[src/csdp_consts.svh]
/*
 * register indices, field positions, reset values and masks of the
 * status and dual pointer block.
 * assumes: included by bare name; byte address on the bus is 4 x index.
 */
`ifndef CSDP_CONSTS_SVH
`define CSDP_CONSTS_SVH

// ----------------------------------------------------------------------
// register indices
// ----------------------------------------------------------------------
`define CSDP_IDX_STACK 8'h81
`define CSDP_IDX_PLO0  8'h82
`define CSDP_IDX_PHI0  8'h83
`define CSDP_IDX_PLO1  8'h84
`define CSDP_IDX_PHI1  8'h85
`define CSDP_IDX_CTRL  8'h86
`define CSDP_IDX_STAT  8'hd0

// ----------------------------------------------------------------------
// reset values and masks
// ----------------------------------------------------------------------
`define CSDP_RST_STACK 8'h07
`define CSDP_RST_STAT  8'h00
`define CSDP_RST_CTRL  8'h00
`define CSDP_RST_PTR   16'h0000
`define CSDP_CTRL_MASK 8'hf9
`define CSDP_ZERO_WORD 32'h0000_0000

// ----------------------------------------------------------------------
// status word fields
// ----------------------------------------------------------------------
`define CSDP_ST_CY  7
`define CSDP_ST_AC  6
`define CSDP_ST_BKH 4
`define CSDP_ST_BKL 3
`define CSDP_ST_OV  2
`define CSDP_ST_PAR 0

// ----------------------------------------------------------------------
// pointer control fields
// ----------------------------------------------------------------------
`define CSDP_CT_DN1 7
`define CSDP_CT_DN0 6
`define CSDP_CT_TGL 5
`define CSDP_CT_AU1 4
`define CSDP_CT_AU0 3
`define CSDP_CT_SEL 0

`endif

[src/csdp_pkg.sv]
/*
 * types shared by the status and dual pointer block.
 * assumes: compiled before every other file of the block.
 */
package csdp_pkg;
	// ------------------------------------------------------------------
	// arithmetic kinds
	// ------------------------------------------------------------------
	typedef enum logic [1:0] {
		CSDP_OP_ADD = 2'b01,
		CSDP_OP_SUB = 2'b10
	} csdp_op_e;
endpackage

[src/csdp_core.sv]
/*
 * stack top, cpu status word and dual data pointer registers of the core,
 * reached by software over a classic wishbone slave.
 * assumes: cpu strobes are one-cycle pulses on i_clk; accumulator on i_acc.
 */
// How it works
// - stack top is 8 bits, resets to 07h, first push at 08h.
// - status word at index d0h, whole byte access, resets to zero.
// - carry bit 7 set on carry or borrow at top bit.
// - half carry bit 6 set on carry or borrow at bit 3.
// - bank bits 4 and 3 pick one of four 8-byte register banks.
// - parity bit 0 follows accumulator: 1 for odd count of ones.
// - two 16-bit pointers, each also reachable low and high byte.
// - pointer control at index 86h resets zero, bits 2 and 1 reserved.
// - choice bit 0 routes indirect moves to pointer zero or one.
// - auto step bit 3 moves pointer zero by one per indirect move while choice bit 0 picks it.
// - auto step bit 4 moves pointer one by one per indirect move while choice bit 0 picks it.
// - bit 6 picks decrement for pointer zero while it steps.
// - bit 7 picks decrement for pointer one while it steps.
// - toggle bit 5 flips the choice bit after each indirect move.
`include "csdp_consts.svh"

module csdp_core (
	input  wire logic               i_clk,
	input  wire logic               i_rst,
	input  wire logic               i_wb_cyc,
	input  wire logic               i_wb_stb,
	input  wire logic               i_wb_we,
	input  wire logic [9:0]         i_wb_adr,
	input  wire logic [3:0]         i_wb_sel,
	input  wire logic [31:0]        i_wb_dat,
	output logic      [31:0]        o_wb_dat,
	output logic                    o_wb_ack,
	input  wire logic [7:0]         i_acc,
	input  wire logic               i_flag_upd,
	input  wire csdp_pkg::csdp_op_e i_op,
	input  wire logic [7:0]         i_opa,
	input  wire logic [7:0]         i_opb,
	input  wire logic               i_cin,
	input  wire logic               i_sp_wr,
	input  wire logic [7:0]         i_sp_val,
	input  wire logic               i_ind_move,
	input  wire logic               i_ptr_load,
	input  wire logic [15:0]        i_ptr_val,
	output logic      [7:0]         o_stack_top,
	output logic      [7:0]         o_status,
	output logic      [7:0]         o_ctrl,
	output logic      [4:0]         o_bank_base,
	output logic      [15:0]        o_ptr_zero,
	output logic      [15:0]        o_ptr_one,
	output logic      [15:0]        o_active_ptr
);
	// ------------------------------------------------------------------
	// bus decode
	// ------------------------------------------------------------------
	logic [7:0]  idx;
	logic        req;
	logic        wr;
	logic [7:0]  wbyte;
	logic        ack_r;
	logic        ack_nxt;
	logic [31:0] rdat_r;
	logic [31:0] rdat_nxt;

	assign idx   = i_wb_adr[9:2];
	assign req   = i_wb_cyc & i_wb_stb;
	// write lands on the edge at which the master sees ack
	assign wr    = req & i_wb_we & ack_r & i_wb_sel[0];
	assign wbyte = i_wb_dat[7:0];

	// ------------------------------------------------------------------
	// state
	// ------------------------------------------------------------------
	logic [7:0]  stack_r;
	logic [7:0]  stack_nxt;
	logic [7:0]  stat_r;
	logic [7:0]  stat_nxt;
	logic [7:0]  ctrl_r;
	logic [7:0]  ctrl_nxt;
	logic [4:0]  bank_r;
	logic [4:0]  bank_nxt;
	logic [15:0] act_r;
	logic [15:0] act_nxt;
	logic        f_cy;
	logic        f_ac;
	logic        f_ov;
	logic [1:0]  p_step;
	logic [1:0]  p_down;
	logic [1:0]  p_wlo;
	logic [1:0]  p_whi;
	logic [1:0]  p_load;
	logic [15:0] p_q [2];
	logic [15:0] p_n [2];

	csdp_flags u_flags (
		.i_op  (i_op),
		.i_a   (i_opa),
		.i_b   (i_opb),
		.i_cin (i_cin),
		.o_cy  (f_cy),
		.o_ac  (f_ac),
		.o_ov  (f_ov)
	);

	// ------------------------------------------------------------------
	// data pointers
	// ------------------------------------------------------------------
	genvar g;
	generate
		for (g = 0; g < 2; g++) begin : g_ptr
			assign p_wlo[g]  = wr && (idx == (`CSDP_IDX_PLO0 + 8'(2 * g)));
			assign p_whi[g]  = wr && (idx == (`CSDP_IDX_PHI0 + 8'(2 * g)));
			// word load goes to chosen pointer
			assign p_load[g] = i_ptr_load && (ctrl_r[`CSDP_CT_SEL] == 1'(g));
			assign p_step[g] = i_ind_move && (ctrl_r[`CSDP_CT_SEL] == 1'(g)) &&
				ctrl_r[`CSDP_CT_AU0 + g];
			assign p_down[g] = ctrl_r[`CSDP_CT_DN0 + g];
			csdp_ptr u_ptr (
				.i_clk      (i_clk),
				.i_rst      (i_rst),
				.i_wr_lo    (p_wlo[g]),
				.i_wr_hi    (p_whi[g]),
				.i_wdat     (wbyte),
				.i_load     (p_load[g]),
				.i_load_val (i_ptr_val),
				.i_step     (p_step[g]),
				.i_down     (p_down[g]),
				.o_ptr      (p_q[g]),
				.o_nxt      (p_n[g])
			);
		end
	endgenerate

	// ------------------------------------------------------------------
	// next state
	// ------------------------------------------------------------------
	always_comb begin
		stack_nxt = stack_r;
		stat_nxt  = stat_r;
		ctrl_nxt  = ctrl_r;
		if (wr && idx == `CSDP_IDX_STACK) begin
			stack_nxt = wbyte;
		end
		if (i_sp_wr) begin
			stack_nxt = i_sp_val;
		end
		if (wr && idx == `CSDP_IDX_STAT) begin
			stat_nxt = wbyte;
		end
		// hardware flag update wins over a bus write in the same cycle
		if (i_flag_upd) begin
			stat_nxt[`CSDP_ST_CY] = f_cy;
			stat_nxt[`CSDP_ST_AC] = f_ac;
			stat_nxt[`CSDP_ST_OV] = f_ov;
		end
		// parity tracks the accumulator every cycle
		stat_nxt[`CSDP_ST_PAR] = ^i_acc;
		if (wr && idx == `CSDP_IDX_CTRL) begin
			ctrl_nxt = wbyte & `CSDP_CTRL_MASK;
		end
		// flip after the move, on top of any write
		if (i_ind_move && ctrl_r[`CSDP_CT_TGL]) begin
			ctrl_nxt[`CSDP_CT_SEL] = ~ctrl_nxt[`CSDP_CT_SEL];
		end
		// bank base address from bank bits
		bank_nxt = {stat_nxt[`CSDP_ST_BKH:`CSDP_ST_BKL], 3'b000};
		act_nxt  = ctrl_nxt[`CSDP_CT_SEL] ? p_n[1] : p_n[0];
	end

	always_ff @(posedge i_clk or posedge i_rst) begin
		if (i_rst) begin
			stack_r <= `CSDP_RST_STACK;
			stat_r  <= `CSDP_RST_STAT;
			ctrl_r  <= `CSDP_RST_CTRL;
			bank_r  <= 5'h00;
			act_r   <= `CSDP_RST_PTR;
		end else begin
			stack_r <= stack_nxt;
			stat_r  <= stat_nxt;
			ctrl_r  <= ctrl_nxt;
			bank_r  <= bank_nxt;
			act_r   <= act_nxt;
		end
	end

	// ------------------------------------------------------------------
	// bus answer
	// ------------------------------------------------------------------
	// unmapped indices answer with zero, writes there are dropped
	always_comb begin
		ack_nxt  = req & ~ack_r;
		rdat_nxt = rdat_r;
		if (req && !ack_r) begin
			rdat_nxt = `CSDP_ZERO_WORD;
			unique case (idx)
				`CSDP_IDX_STACK: rdat_nxt[7:0] = stack_r;
				`CSDP_IDX_PLO0:  rdat_nxt[7:0] = p_q[0][7:0];
				`CSDP_IDX_PHI0:  rdat_nxt[7:0] = p_q[0][15:8];
				`CSDP_IDX_PLO1:  rdat_nxt[7:0] = p_q[1][7:0];
				`CSDP_IDX_PHI1:  rdat_nxt[7:0] = p_q[1][15:8];
				`CSDP_IDX_CTRL:  rdat_nxt[7:0] = ctrl_r;
				`CSDP_IDX_STAT:  rdat_nxt[7:0] = stat_r;
				default:         rdat_nxt[7:0] = 8'h00;
			endcase
		end
	end

	always_ff @(posedge i_clk or posedge i_rst) begin
		if (i_rst) begin
			ack_r  <= 1'b0;
			rdat_r <= `CSDP_ZERO_WORD;
		end else begin
			ack_r  <= ack_nxt;
			rdat_r <= rdat_nxt;
		end
	end

	assign o_wb_ack     = ack_r;
	assign o_wb_dat     = rdat_r;
	assign o_stack_top  = stack_r;
	assign o_status     = stat_r;
	assign o_ctrl       = ctrl_r;
	assign o_bank_base  = bank_r;
	assign o_ptr_zero   = p_q[0];
	assign o_ptr_one    = p_q[1];
	assign o_active_ptr = act_r;

	logic ctrl_wr;
	logic p0_wr;
	assign ctrl_wr = wr && idx == `CSDP_IDX_CTRL;
	assign p0_wr   = p_wlo[0] | p_whi[0] | p_load[0];
endmodule // csdp_core

[src/csdp_flags.sv]
/*
 * carry, half carry and signed wrap of one 8-bit add or subtract.
 * assumes: purely combinational, operands stable for the cycle.
 */
module csdp_flags (
	input  wire csdp_pkg::csdp_op_e i_op,
	input  wire logic [7:0]         i_a,
	input  wire logic [7:0]         i_b,
	input  wire logic               i_cin,
	output logic                    o_cy,
	output logic                    o_ac,
	output logic                    o_ov
);
	logic [8:0] res;
	logic [4:0] nib;
	logic       sub;

	always_comb begin
		sub = (i_op == csdp_pkg::CSDP_OP_SUB);
		if (sub) begin
			res = {1'b0, i_a} - {1'b0, i_b} - {8'h00, i_cin};
			nib = {1'b0, i_a[3:0]} - {1'b0, i_b[3:0]} - {4'h0, i_cin};
		end else begin
			res = {1'b0, i_a} + {1'b0, i_b} + {8'h00, i_cin};
			nib = {1'b0, i_a[3:0]} + {1'b0, i_b[3:0]} + {4'h0, i_cin};
		end
		// top bit out: carry on add, borrow on subtract
		o_cy = res[8];
		o_ac = nib[4];
		// wrap when sign of result leaves the operand sign range
		o_ov = ((i_a[7] ^ i_b[7]) == sub) && (res[7] != i_a[7]);
	end
endmodule // csdp_flags

[src/csdp_ptr.sv]
/*
 * one 16-bit data pointer with byte writes, word load and auto step.
 * assumes: strobes are one-cycle pulses on i_clk.
 */
`include "csdp_consts.svh"

module csdp_ptr (
	input  wire logic        i_clk,
	input  wire logic        i_rst,
	input  wire logic        i_wr_lo,
	input  wire logic        i_wr_hi,
	input  wire logic [7:0]  i_wdat,
	input  wire logic        i_load,
	input  wire logic [15:0] i_load_val,
	input  wire logic        i_step,
	input  wire logic        i_down,
	output logic      [15:0] o_ptr,
	output logic      [15:0] o_nxt
);
	logic [15:0] ptr_r;
	logic [15:0] ptr_nxt;

	// step applies on top of any write in the same cycle
	always_comb begin
		ptr_nxt = ptr_r;
		if (i_load) begin
			ptr_nxt = i_load_val;
		end
		if (i_wr_lo) begin
			ptr_nxt[7:0] = i_wdat;
		end
		if (i_wr_hi) begin
			ptr_nxt[15:8] = i_wdat;
		end
		if (i_step) begin
			ptr_nxt = i_down ? ptr_nxt - 16'h0001 : ptr_nxt + 16'h0001;
		end
	end

	always_ff @(posedge i_clk or posedge i_rst) begin
		if (i_rst) begin
			ptr_r <= `CSDP_RST_PTR;
		end else begin
			ptr_r <= ptr_nxt;
		end
	end

	assign o_ptr = ptr_r;
	assign o_nxt = ptr_nxt;
endmodule // csdp_ptr

[config.mk]
export PLATFORM = sky130hd
export DESIGN_NAME = csdp_core
export DESIGN_NICKNAME = d
export VERILOG_FILES = /design/src/csdp_pkg.sv /design/src/csdp_core.sv /design/src/csdp_flags.sv /design/src/csdp_ptr.sv
export VERILOG_INCLUDE_DIRS = /design/src
export SDC_FILE = /design/constraint.sdc
export NUM_CORES = 1
export LEC_CHECK = 0
export BUFFER_PORTS_ARGS = -buffer_cell sky130_fd_sc_hd__buf_4
export CAP_MARGIN = 20
export CORE_MARGIN = 4
export CORE_UTILIZATION = 55
export CTS_CLUSTER_DIAMETER = 30
export DETAILED_ROUTE_END_ITERATION = 7
export PLACE_DENSITY = 0.83
export SKIP_LAST_GASP = 1
export SLEW_MARGIN = 20
export SYNTH_ARGS = -nofsm -noshare
export SYNTH_HDL_FRONTEND = slang
export SYNTH_HIERARCHICAL = 1
export SYNTH_SLANG_ARGS = --single-unit
[constraint.sdc]
create_clock -name i_clk -period 4.8 [get_ports i_clk]
set_input_delay 1.44 -clock i_clk [delete_from_list [all_inputs] [get_ports i_clk]]
set_output_delay 1.44 -clock i_clk [all_outputs]
set_load 0.01 [all_outputs]
==> metrics.yaml, run 1 <==
worstPathMaxFanout: 5
maxCapViolCount: 0
clock_skew_ps: 8.69
cts_root_buf: "clkbuf_16"
start_util_pct: 57.1
power_uw: 2290
ant_nets: 0
io_buffers: 157
required_ps: 5090
async_flop_share_pct: 100
numCtsBuffers: 9
cpMaxStageDelayCell: "a221oi_4"
wirelength_mm: 27.8
netlist_top_cells_area: "dfrtp_1 (24%), ha_1 (7.6%), nand3b_1 (6.5%), mux2i_1 (6.5%), nand2_1 (4.9%)"
p_per_area_nw_per_um2: 218
clockBufferDepth: 2
p_leak_uw: 0.00492
tns_ps: 0
synth-edff-count: 0
grt_pass1_vias: 8008
drc: 0
synth_top_area_share_pct: 23.6
grt_pass1_wl_mm: 42.5
die_y_um: 129
synth_seq_cells: 79
syn-cell-area_um2: 8050
netlist_instances: 957
synth_cell_types: 89
ys.flop_type: "dfrtp_1"
dieArea_um2: 16600
cp.arrival_ps: 4910
cts_tree: "built"
drive_above_1_share_pct: 31.3
worstSetupPathType: "primary input to flip-flop"
hold_ws_ps: 488
synth.avg_cell_area_um2: 8.41
path_common_cell: "buf_4"
clock_latency_ps: 350
routedWlPerCell_um: 20.3
yosysSeqAreaShare_pct: 24.6
rsz0062_at_grt: "true"
num_vias: 8661
pin_count: 216
hold_path.class: "flip-flop to flip-flop"
areaGrowthSynthToFinish_pct: 30.6
n_antenna_cell: 0
cp-start-kind: "primary input"
critPathMaxStageDelay_ps: 350
place_congestion: 0.996
antenna_found_initial: 0
grtUsageTotal_pct: 32.5
first_pass_iters: 6
post-dp-hpwl_mm: 21.5
status: "completed"
endpoint_kind: "flip-flop"
setup_viol: 0
finalCritPeriodShare_pct: 96.4
h-tree-depth: 3
fp.dieW_um: 129
slew_viol_final: 0
hold_violations: 0
layout.nets: 1342
grt_max_degree: 68
finalCriticalPeriod_ps: 4630
core_um2: 14100
max_freq_mhz: 216
tightestPinTransition_ps: 1040
clkTransAtPathRegs_ps: 70
clock_sinks: 79
relSlewSlack_pct: 30.6
ir_worst_vdd_mv: 0.152
vias_per_cell: 6.32
row_count: 43
crit_chain: "buf_4 -> nor3b_2 -> nand3_2 -> buf_4 -> nor2b_4 -> nor2_1 -> a21oi_2 -> inv_1 -> ha_1 -> a31o_2 -> a221oi_4 -> a2111oi_2 -> o31a_1 -> nor3_2 -> xnor2_2 -> nand3b_1 -> a41o_1 -> nand2_1"
dr.first_iter.drc_count: 1118
grt.overflow.total: 0
ys_warn_count: 6
synth_top_cell_by_area: "dfrtp_1"
==> cell type report <==
class                      count  area, um2
clock buffer                  11        233
clock inverter                 5       83.8
fill                        1057       3580
inverter                      36        136
multi-input combinational    779       5660
sequential                    79       1980
tap                          180        225
timing repair buffer         280       2190
==> cell families (layout without fill, tap and decap cells) <==
family	count (synthesis)	in the layout	share of synthesized area, %
AOI/OAI and AO/OA	217	217	20.0
xor gates and xnor gates	28	28	3.05
adders and majority gates	51	51	8.11
buffers and inverters	127	332	8.10
DFF	79	79	24.6
muxes	80	80	10.7
other	1	29	0.0466
and+or+nand+nor	374	374	25.4
==> cells in the final DEF (no fill, tap or decap), types with 34 or more instances in the layout <==
cell,n
ha_1,49
o21ai_0,51
nand3_1,71
nand3b_1,70
inv_1,34
dfrtp_1,76
mux2i_1,52
buf_4,273
nor2_1,37
nand2_1,105
==> registers in the layout, indices dropped and copies added, names as in the netlist <==
register / count
o_active_ptr: 16
o_wb_dat: 8
o_wb_ack: 1
o_status: 6
o_bank_base: 2
o_stack_top: 8
o_ctrl: 6
g_ptr.u_ptr/o_ptr: 32
==> power by group <==
part / total (uW) / switching, uW / internal, uW / leakage (uW)
clock network: 742 / 285 / 457 / 0.000146
logic: 752 / 399 / 353 / 0.00377
registers: 794 / 69.5 / 725 / 0.000995
total: 2290 / 754 / 1530 / 0.00492
==> final timing paths <==
check | startpoint | to | slack, ps | cells after the start
max | i_wb_adr[5] | o_active_ptr[15] | 170 | 18
max in group asynchronous | i_rst | o_active_ptr[7] | 2990 | 2
min | o_wb_dat[1] | o_wb_dat[1] | 490 | 2
max reg2reg | o_ctrl[0] | o_active_ptr[15] | 1140 | 15
min reg2reg | o_wb_dat[1] | o_wb_dat[1] | 490 | 2
min in group asynchronous | i_rst | g_ptr[1].u_ptr/o_ptr[11] | 1220 | 2
==> layer usage <==
metal / wire length (um) / track usage (%) / vias to the layer above
met3: 2640 / 5.48 / 96
met4: 1370 / 13.6 / 0
met2: 12700 / 52.1 / 489
met5: 0 / 0 / -
met1: 11100 / 43.6 / 4144
li1: - / - / 3932
==> synthesized netlist by cell type, types with 4 or more instances <==
library cell and count:
a41o_1 32, mux2_4 4, buf_6 5, nand3b_1 70, dfrtp_1 76, a21oi_1 34
buf_2 14, nor3_1 12, nor2b_1 7, a21o_1 13, ha_1 49, nor2_1 39
o31ai_1 6, and2_1 4, clkbuf_1 37, o21a_1 13, or3_1 8, inv_1 35
a31o_2 4, xor2_1 5, nand3_1 75, nand2_1 106, nand4_1 9, xnor2_1 23
o21ai_0 51, o21ai_2 5, nor4_1 4, a31oi_1 4, a32oi_1 5, and3_1 9
nand2b_1 6, mux2i_1 52, buf_4 32, mux2_2 23
==> stage by stage <==
step / cells / setup slack, ps / instance area (um2) / utilization [%]
5_1_grt: 1370 / -57.0 / 10500 / 74.6
3_5_place_dp: 1352 / -247 / 10100 / 71.8
2_1_floorplan: 985 / -6.13 / 8270 / -
3_3_place_gp: 1352 / -233 / 10100 / 71.8
6_report: 1370 / 174 / 10500 / 74.6
4_1_cts: 1368 / 92.5 / 10400 / 74.0
==> worst max-delay path, delay by kind of cell <==
| kind | cells | cell delay (ps) |
|---|---|---|
| AO/OA/AOI/OAI | 6 | 1450 |
| AND/OR/NAND/NOR | 7 | 1120 |
| adder cells (fa/ha/maj) | 1 | 300 |
| buffers and inverters | 3 | 390 |
| XOR/XNOR | 1 | 220 |
==> timing repair <==
action | CTS | global route
endpoints found under the setup margin | 0 | 8
hold buffers | 0 | 0
setup buffers | 0 | 0
gates resized for setup | 0 | 9
Power figures use the tool's default switching activity.
==> run 2, diff against run 1 <==
- ABC_AREA: default -> 1
- CORE_UTILIZATION: 55 -> 53
- PLACE_DENSITY: 0.83 -> 0.82
- clock period: 4.8 -> 4.6 ns (I/O delays scaled with it)
==> metrics.yaml, run 2 <==
status: "completed"  # unchanged
mostFrequentLayoutCells: "nand2_1 (278), buf_4 (164), nand3_1 (119)"  # was buf_4 (273), nand2_1 (105), dfrtp_1 (76)
pin_count: 216  # unchanged
grt_pass1_vias: 7182  # was 8008
antenna_found_initial: 0  # unchanged
cp_top_family: "simple AND/OR/NAND/NOR gates"  # was compound AO/OA/AOI/OAI gates
areaGrowthSynthToFinish_pct: 20.4  # was 30.6%
clkTransAtPathRegs_ps: 60  # was 70 ps
die_y_um: 125  # was 129 um
synth-edff-count: 0  # unchanged
synth-compound-area-share_pct: 11.1  # was 20.0%
p_sw_uw: 641  # was 754 uW
cts_root_buf: "clkbuf_16"  # unchanged
intPower_uw: 1430  # was 1530 uW
hold_path.class: "flip-flop to flip-flop"  # unchanged
slew_viol_final: 0  # unchanged
ir_worst_vdd_mv: 0.290  # was 0.152 mV
ys.flop_type: "dfrtp_1"  # unchanged
synth_cell_types: 47  # was 89
rsz0062_at_grt: "false"  # was true
grt_pass1_wl_mm: 36.3  # was 42.5 mm
crit_chain: "buf_4 -> inv_1 -> nand2_1 -> nor2_1 -> nand2_1 -> nor2_1 -> buf_4 -> a21oi_1 -> a21oi_1 -> ha_1 -> a21oi_1 -> inv_1 -> a21oi_1 -> nor2_1 -> nor2_1 -> nand3b_1 -> nand3_1 -> nand2_1 -> nand3_2 -> nand2_1"  # was buf_4 -> nor3b_2 -> nand3_2 -> buf_4 -> nor2b_4 -> nor2_1 -> a21oi_2 -> inv_1 -> ha_1 -> a31o_2 -> a221oi_4 -> a2111oi_2 -> o31a_1 -> nor3_2 -> xnor2_2 -> nand3b_1 -> a41o_1 -> nand2_1
clock_latency_ps: 350  # about the same
required_ps: 4830  # was 5090 ps
post_cts_resize_count: 0  # unchanged
numCtsBuffers: 9  # unchanged
final_cells: 1373  # was 1370
async_flop_share_pct: 100  # unchanged
cp_num_buf_inv: 4  # was 3
grt_max_degree: 48  # was 68
netlist_instances: 1043  # was 957
finalCritPeriodShare_pct: 87.6
synth_xor_area_share_pct: 3.39  # was 3.05%
setup_viol: 0  # unchanged
final_cell_area_um2: 8720  # was 10500 um2
p_per_area_nw_per_um2: 237  # was 218 nW/um2
synth_top_area_share_pct: 26.3  # was 23.6%
ant_nets: 0  # unchanged
cp-start-kind: "primary input"  # unchanged
worstPathMaxFanout: 7  # was 5
layout.nets: 1349  # was 1342
endpoint_kind: "flip-flop"  # unchanged
finalCriticalPeriod_ps: 4030
yosysMostFrequentCell: "nand2_1"  # unchanged
wirelength_mm: 23.3  # was 27.8 mm
row_count: 42  # was 43
synth.area.mux_share_pct: 0.622  # was 10.7%
vias_per_cell: 5.48  # was 6.32
synthSimpleGateAreaFrac_pct: 37.3  # was 25.4%
yosysSeqAreaShare_pct: 27.3  # was 24.6%
multi_input_area_um2: 4550  # was 5660 um2
post-dp-hpwl_mm: 18.4  # was 21.5 mm
grt.overflow.total: 0  # unchanged
tns_ps: 0  # unchanged
dr.first_iter.drc_count: 794  # was 1118
tightestPinTransition_ps: 888  # was 1040 ps
dpl.cell_count: 1357  # was 1352
grtUsageTotal_pct: 28.9  # was 32.5%
clock_sinks: 79  # unchanged
largest_register_ffs: 32  # unchanged
power_uw: 2070  # was 2290 uW
place_congestion: 0.974  # was 0.996
start_util_pct: 54.5  # was 57.1%
synth_seq_cells: 79  # unchanged
seq_power_share_pct: 38.5  # was 34.7%
synth_top_cell_by_area: "dfrtp_1"  # unchanged
critPathMaxStageDelay_ps: 330  # was 350 ps
hold_ws_ps: 482  # was 488 ps
io_buffers: 157  # unchanged
ys_warn_count: 6  # unchanged
drc: 0  # unchanged
cts_tree: "built"  # unchanged
relSlewSlack_pct: 40.8  # was 30.6%
routedWlPerCell_um: 17.0  # was 20.3 um
nFillCells: 1227  # was 1057
dieArea_um2: 15600  # was 16600 um2
p_leak_uw: 0.00480  # was 0.00492 uW
synth.avg_cell_area_um2: 6.95  # was 8.41 um2
clockBufferDepth: 2  # unchanged
netlist_top_cells_area: "dfrtp_1 (26%), nand2_1 (14%), ha_1 (8.5%), nand3_1 (8.2%), a21oi_1 (5.3%)"  # was dfrtp_1 (24%), ha_1 (7.6%), nand3b_1 (6.5%), mux2i_1 (6.5%), nand2_1 (4.9%)
h-tree-depth: 3  # unchanged
core_um2: 13300  # was 14100 um2
max_freq_mhz: 248
synth_adder_area_share_pct: 9.02  # was 8.11%
first_pass_iters: 5  # was 6
cpMaxStageDelayCell: "ha_1"  # was a221oi_4
combPwrFrac_pct: 24.4  # was 32.9%
hold_violations: 0  # unchanged
synth_common_cells: "nand2_1 (278), nand3_1 (119), nor2_1 (97)"  # was nand2_1 (106), dfrtp_1 (76), nand3_1 (75)
postCtsSetupBuffers: 0  # unchanged
synth_top_family_by_area: "simple AND/OR/NAND/NOR gates"  # unchanged
clock_skew_ps: 9.42  # was 8.69 ps
cts_hold_buf: 0  # unchanged
swShare_pct: 31.0  # was 33.0%
seq_area_um2: 1980  # unchanged
drive_above_1_share_pct: 22.8  # was 31.3%
fp.dieW_um: 125  # was 129 um
worstSetupPathType: "primary input to flip-flop"  # unchanged
clkPwrFrac_pct: 37.1  # was 32.4%
cp.arrival_ps: 4260  # was 4910 ps
n_antenna_cell: 0  # unchanged
maxCapViolCount: 0  # unchanged
layout_commonest_cell: "nand2_1"  # was buf_4
num_vias: 7528  # was 8661
postPlaceCellArea_um2: 8410  # was 10100 um2
syn-cell-area_um2: 7240  # was 8050 um2
==> run 2: area by class of cell <==
class | count | area share (%)
timing repair buffer | 164 | 14.1
multi-input combinational | 828 | 52.2
tap | 176 | 2.52
inverter | 110 | 4.86
clock buffer | 9 | 2.58
sequential | 79 | 22.7
clock inverter | 7 | 1.00
==> run 2: logic make-up (layout without fill, tap and decap cells) <==
group                      count (synthesis)  after routing
other                                      1             29
muxes                                      4              4
xor gates and xnor gates                  28             28
and+or+nand+nor                          573            573
adders and majority gates                 51             51
buffers and inverters                    164            290
AOI/OAI and AO/OA                        143            143
DFF                                       79             79
==> run 2: stage by stage <==
| stage | setup slack [ps] | util, % |
|---|---|---|
| floorplan | 781 | - |
| global placement | 362 | 63.2 |
| detailed placement | 310 | 63.2 |
| CTS | 640 | 65.6 |
| global route | 312 | 65.6 |
| finish | 572 | 65.6 |
==> run 2: worst paths after layout <==
check	from	endpoint	slack [ps]	cells after the start
hold reg to reg	o_wb_dat[3]	o_wb_dat[3]	480	2
setup reg to reg	o_wb_ack	o_active_ptr[14]	1390	18
min in group asynchronous	i_rst	g_ptr[1].u_ptr/o_ptr[1]	1140	2
hold / removal	o_wb_dat[3]	o_wb_dat[3]	480	2
setup / recovery	i_wb_adr[4]	o_active_ptr[14]	570	20
max in group asynchronous	i_rst	o_stack_top[4]	2860	2
==> run 2: worst min-delay path, stage by stage (launching register included) <==
cell     delay [ps]
dfrtp_1         340
nand2_1          60
nand2_1          60
==> run 2: power by group through the flow <==
stage | logic [uW] | registers (uW) | clock network [uW]
floorplan | 283 | 809 | 0
global placement | 490 | 804 | 0
detailed placement | 500 | 804 | 0
CTS | 502 | 793 | 765
global route | 556 | 799 | 795
finish | 504 | 796 | 767
==> run 2: layer usage <==
layer | track usage [%] | part of all wire (%)
met1 | 38.1 | 40
met2 | 46.9 | 46
met3 | 7.46 | 11
met4 | 9.25 | 3.0
met5 | 0 | 0
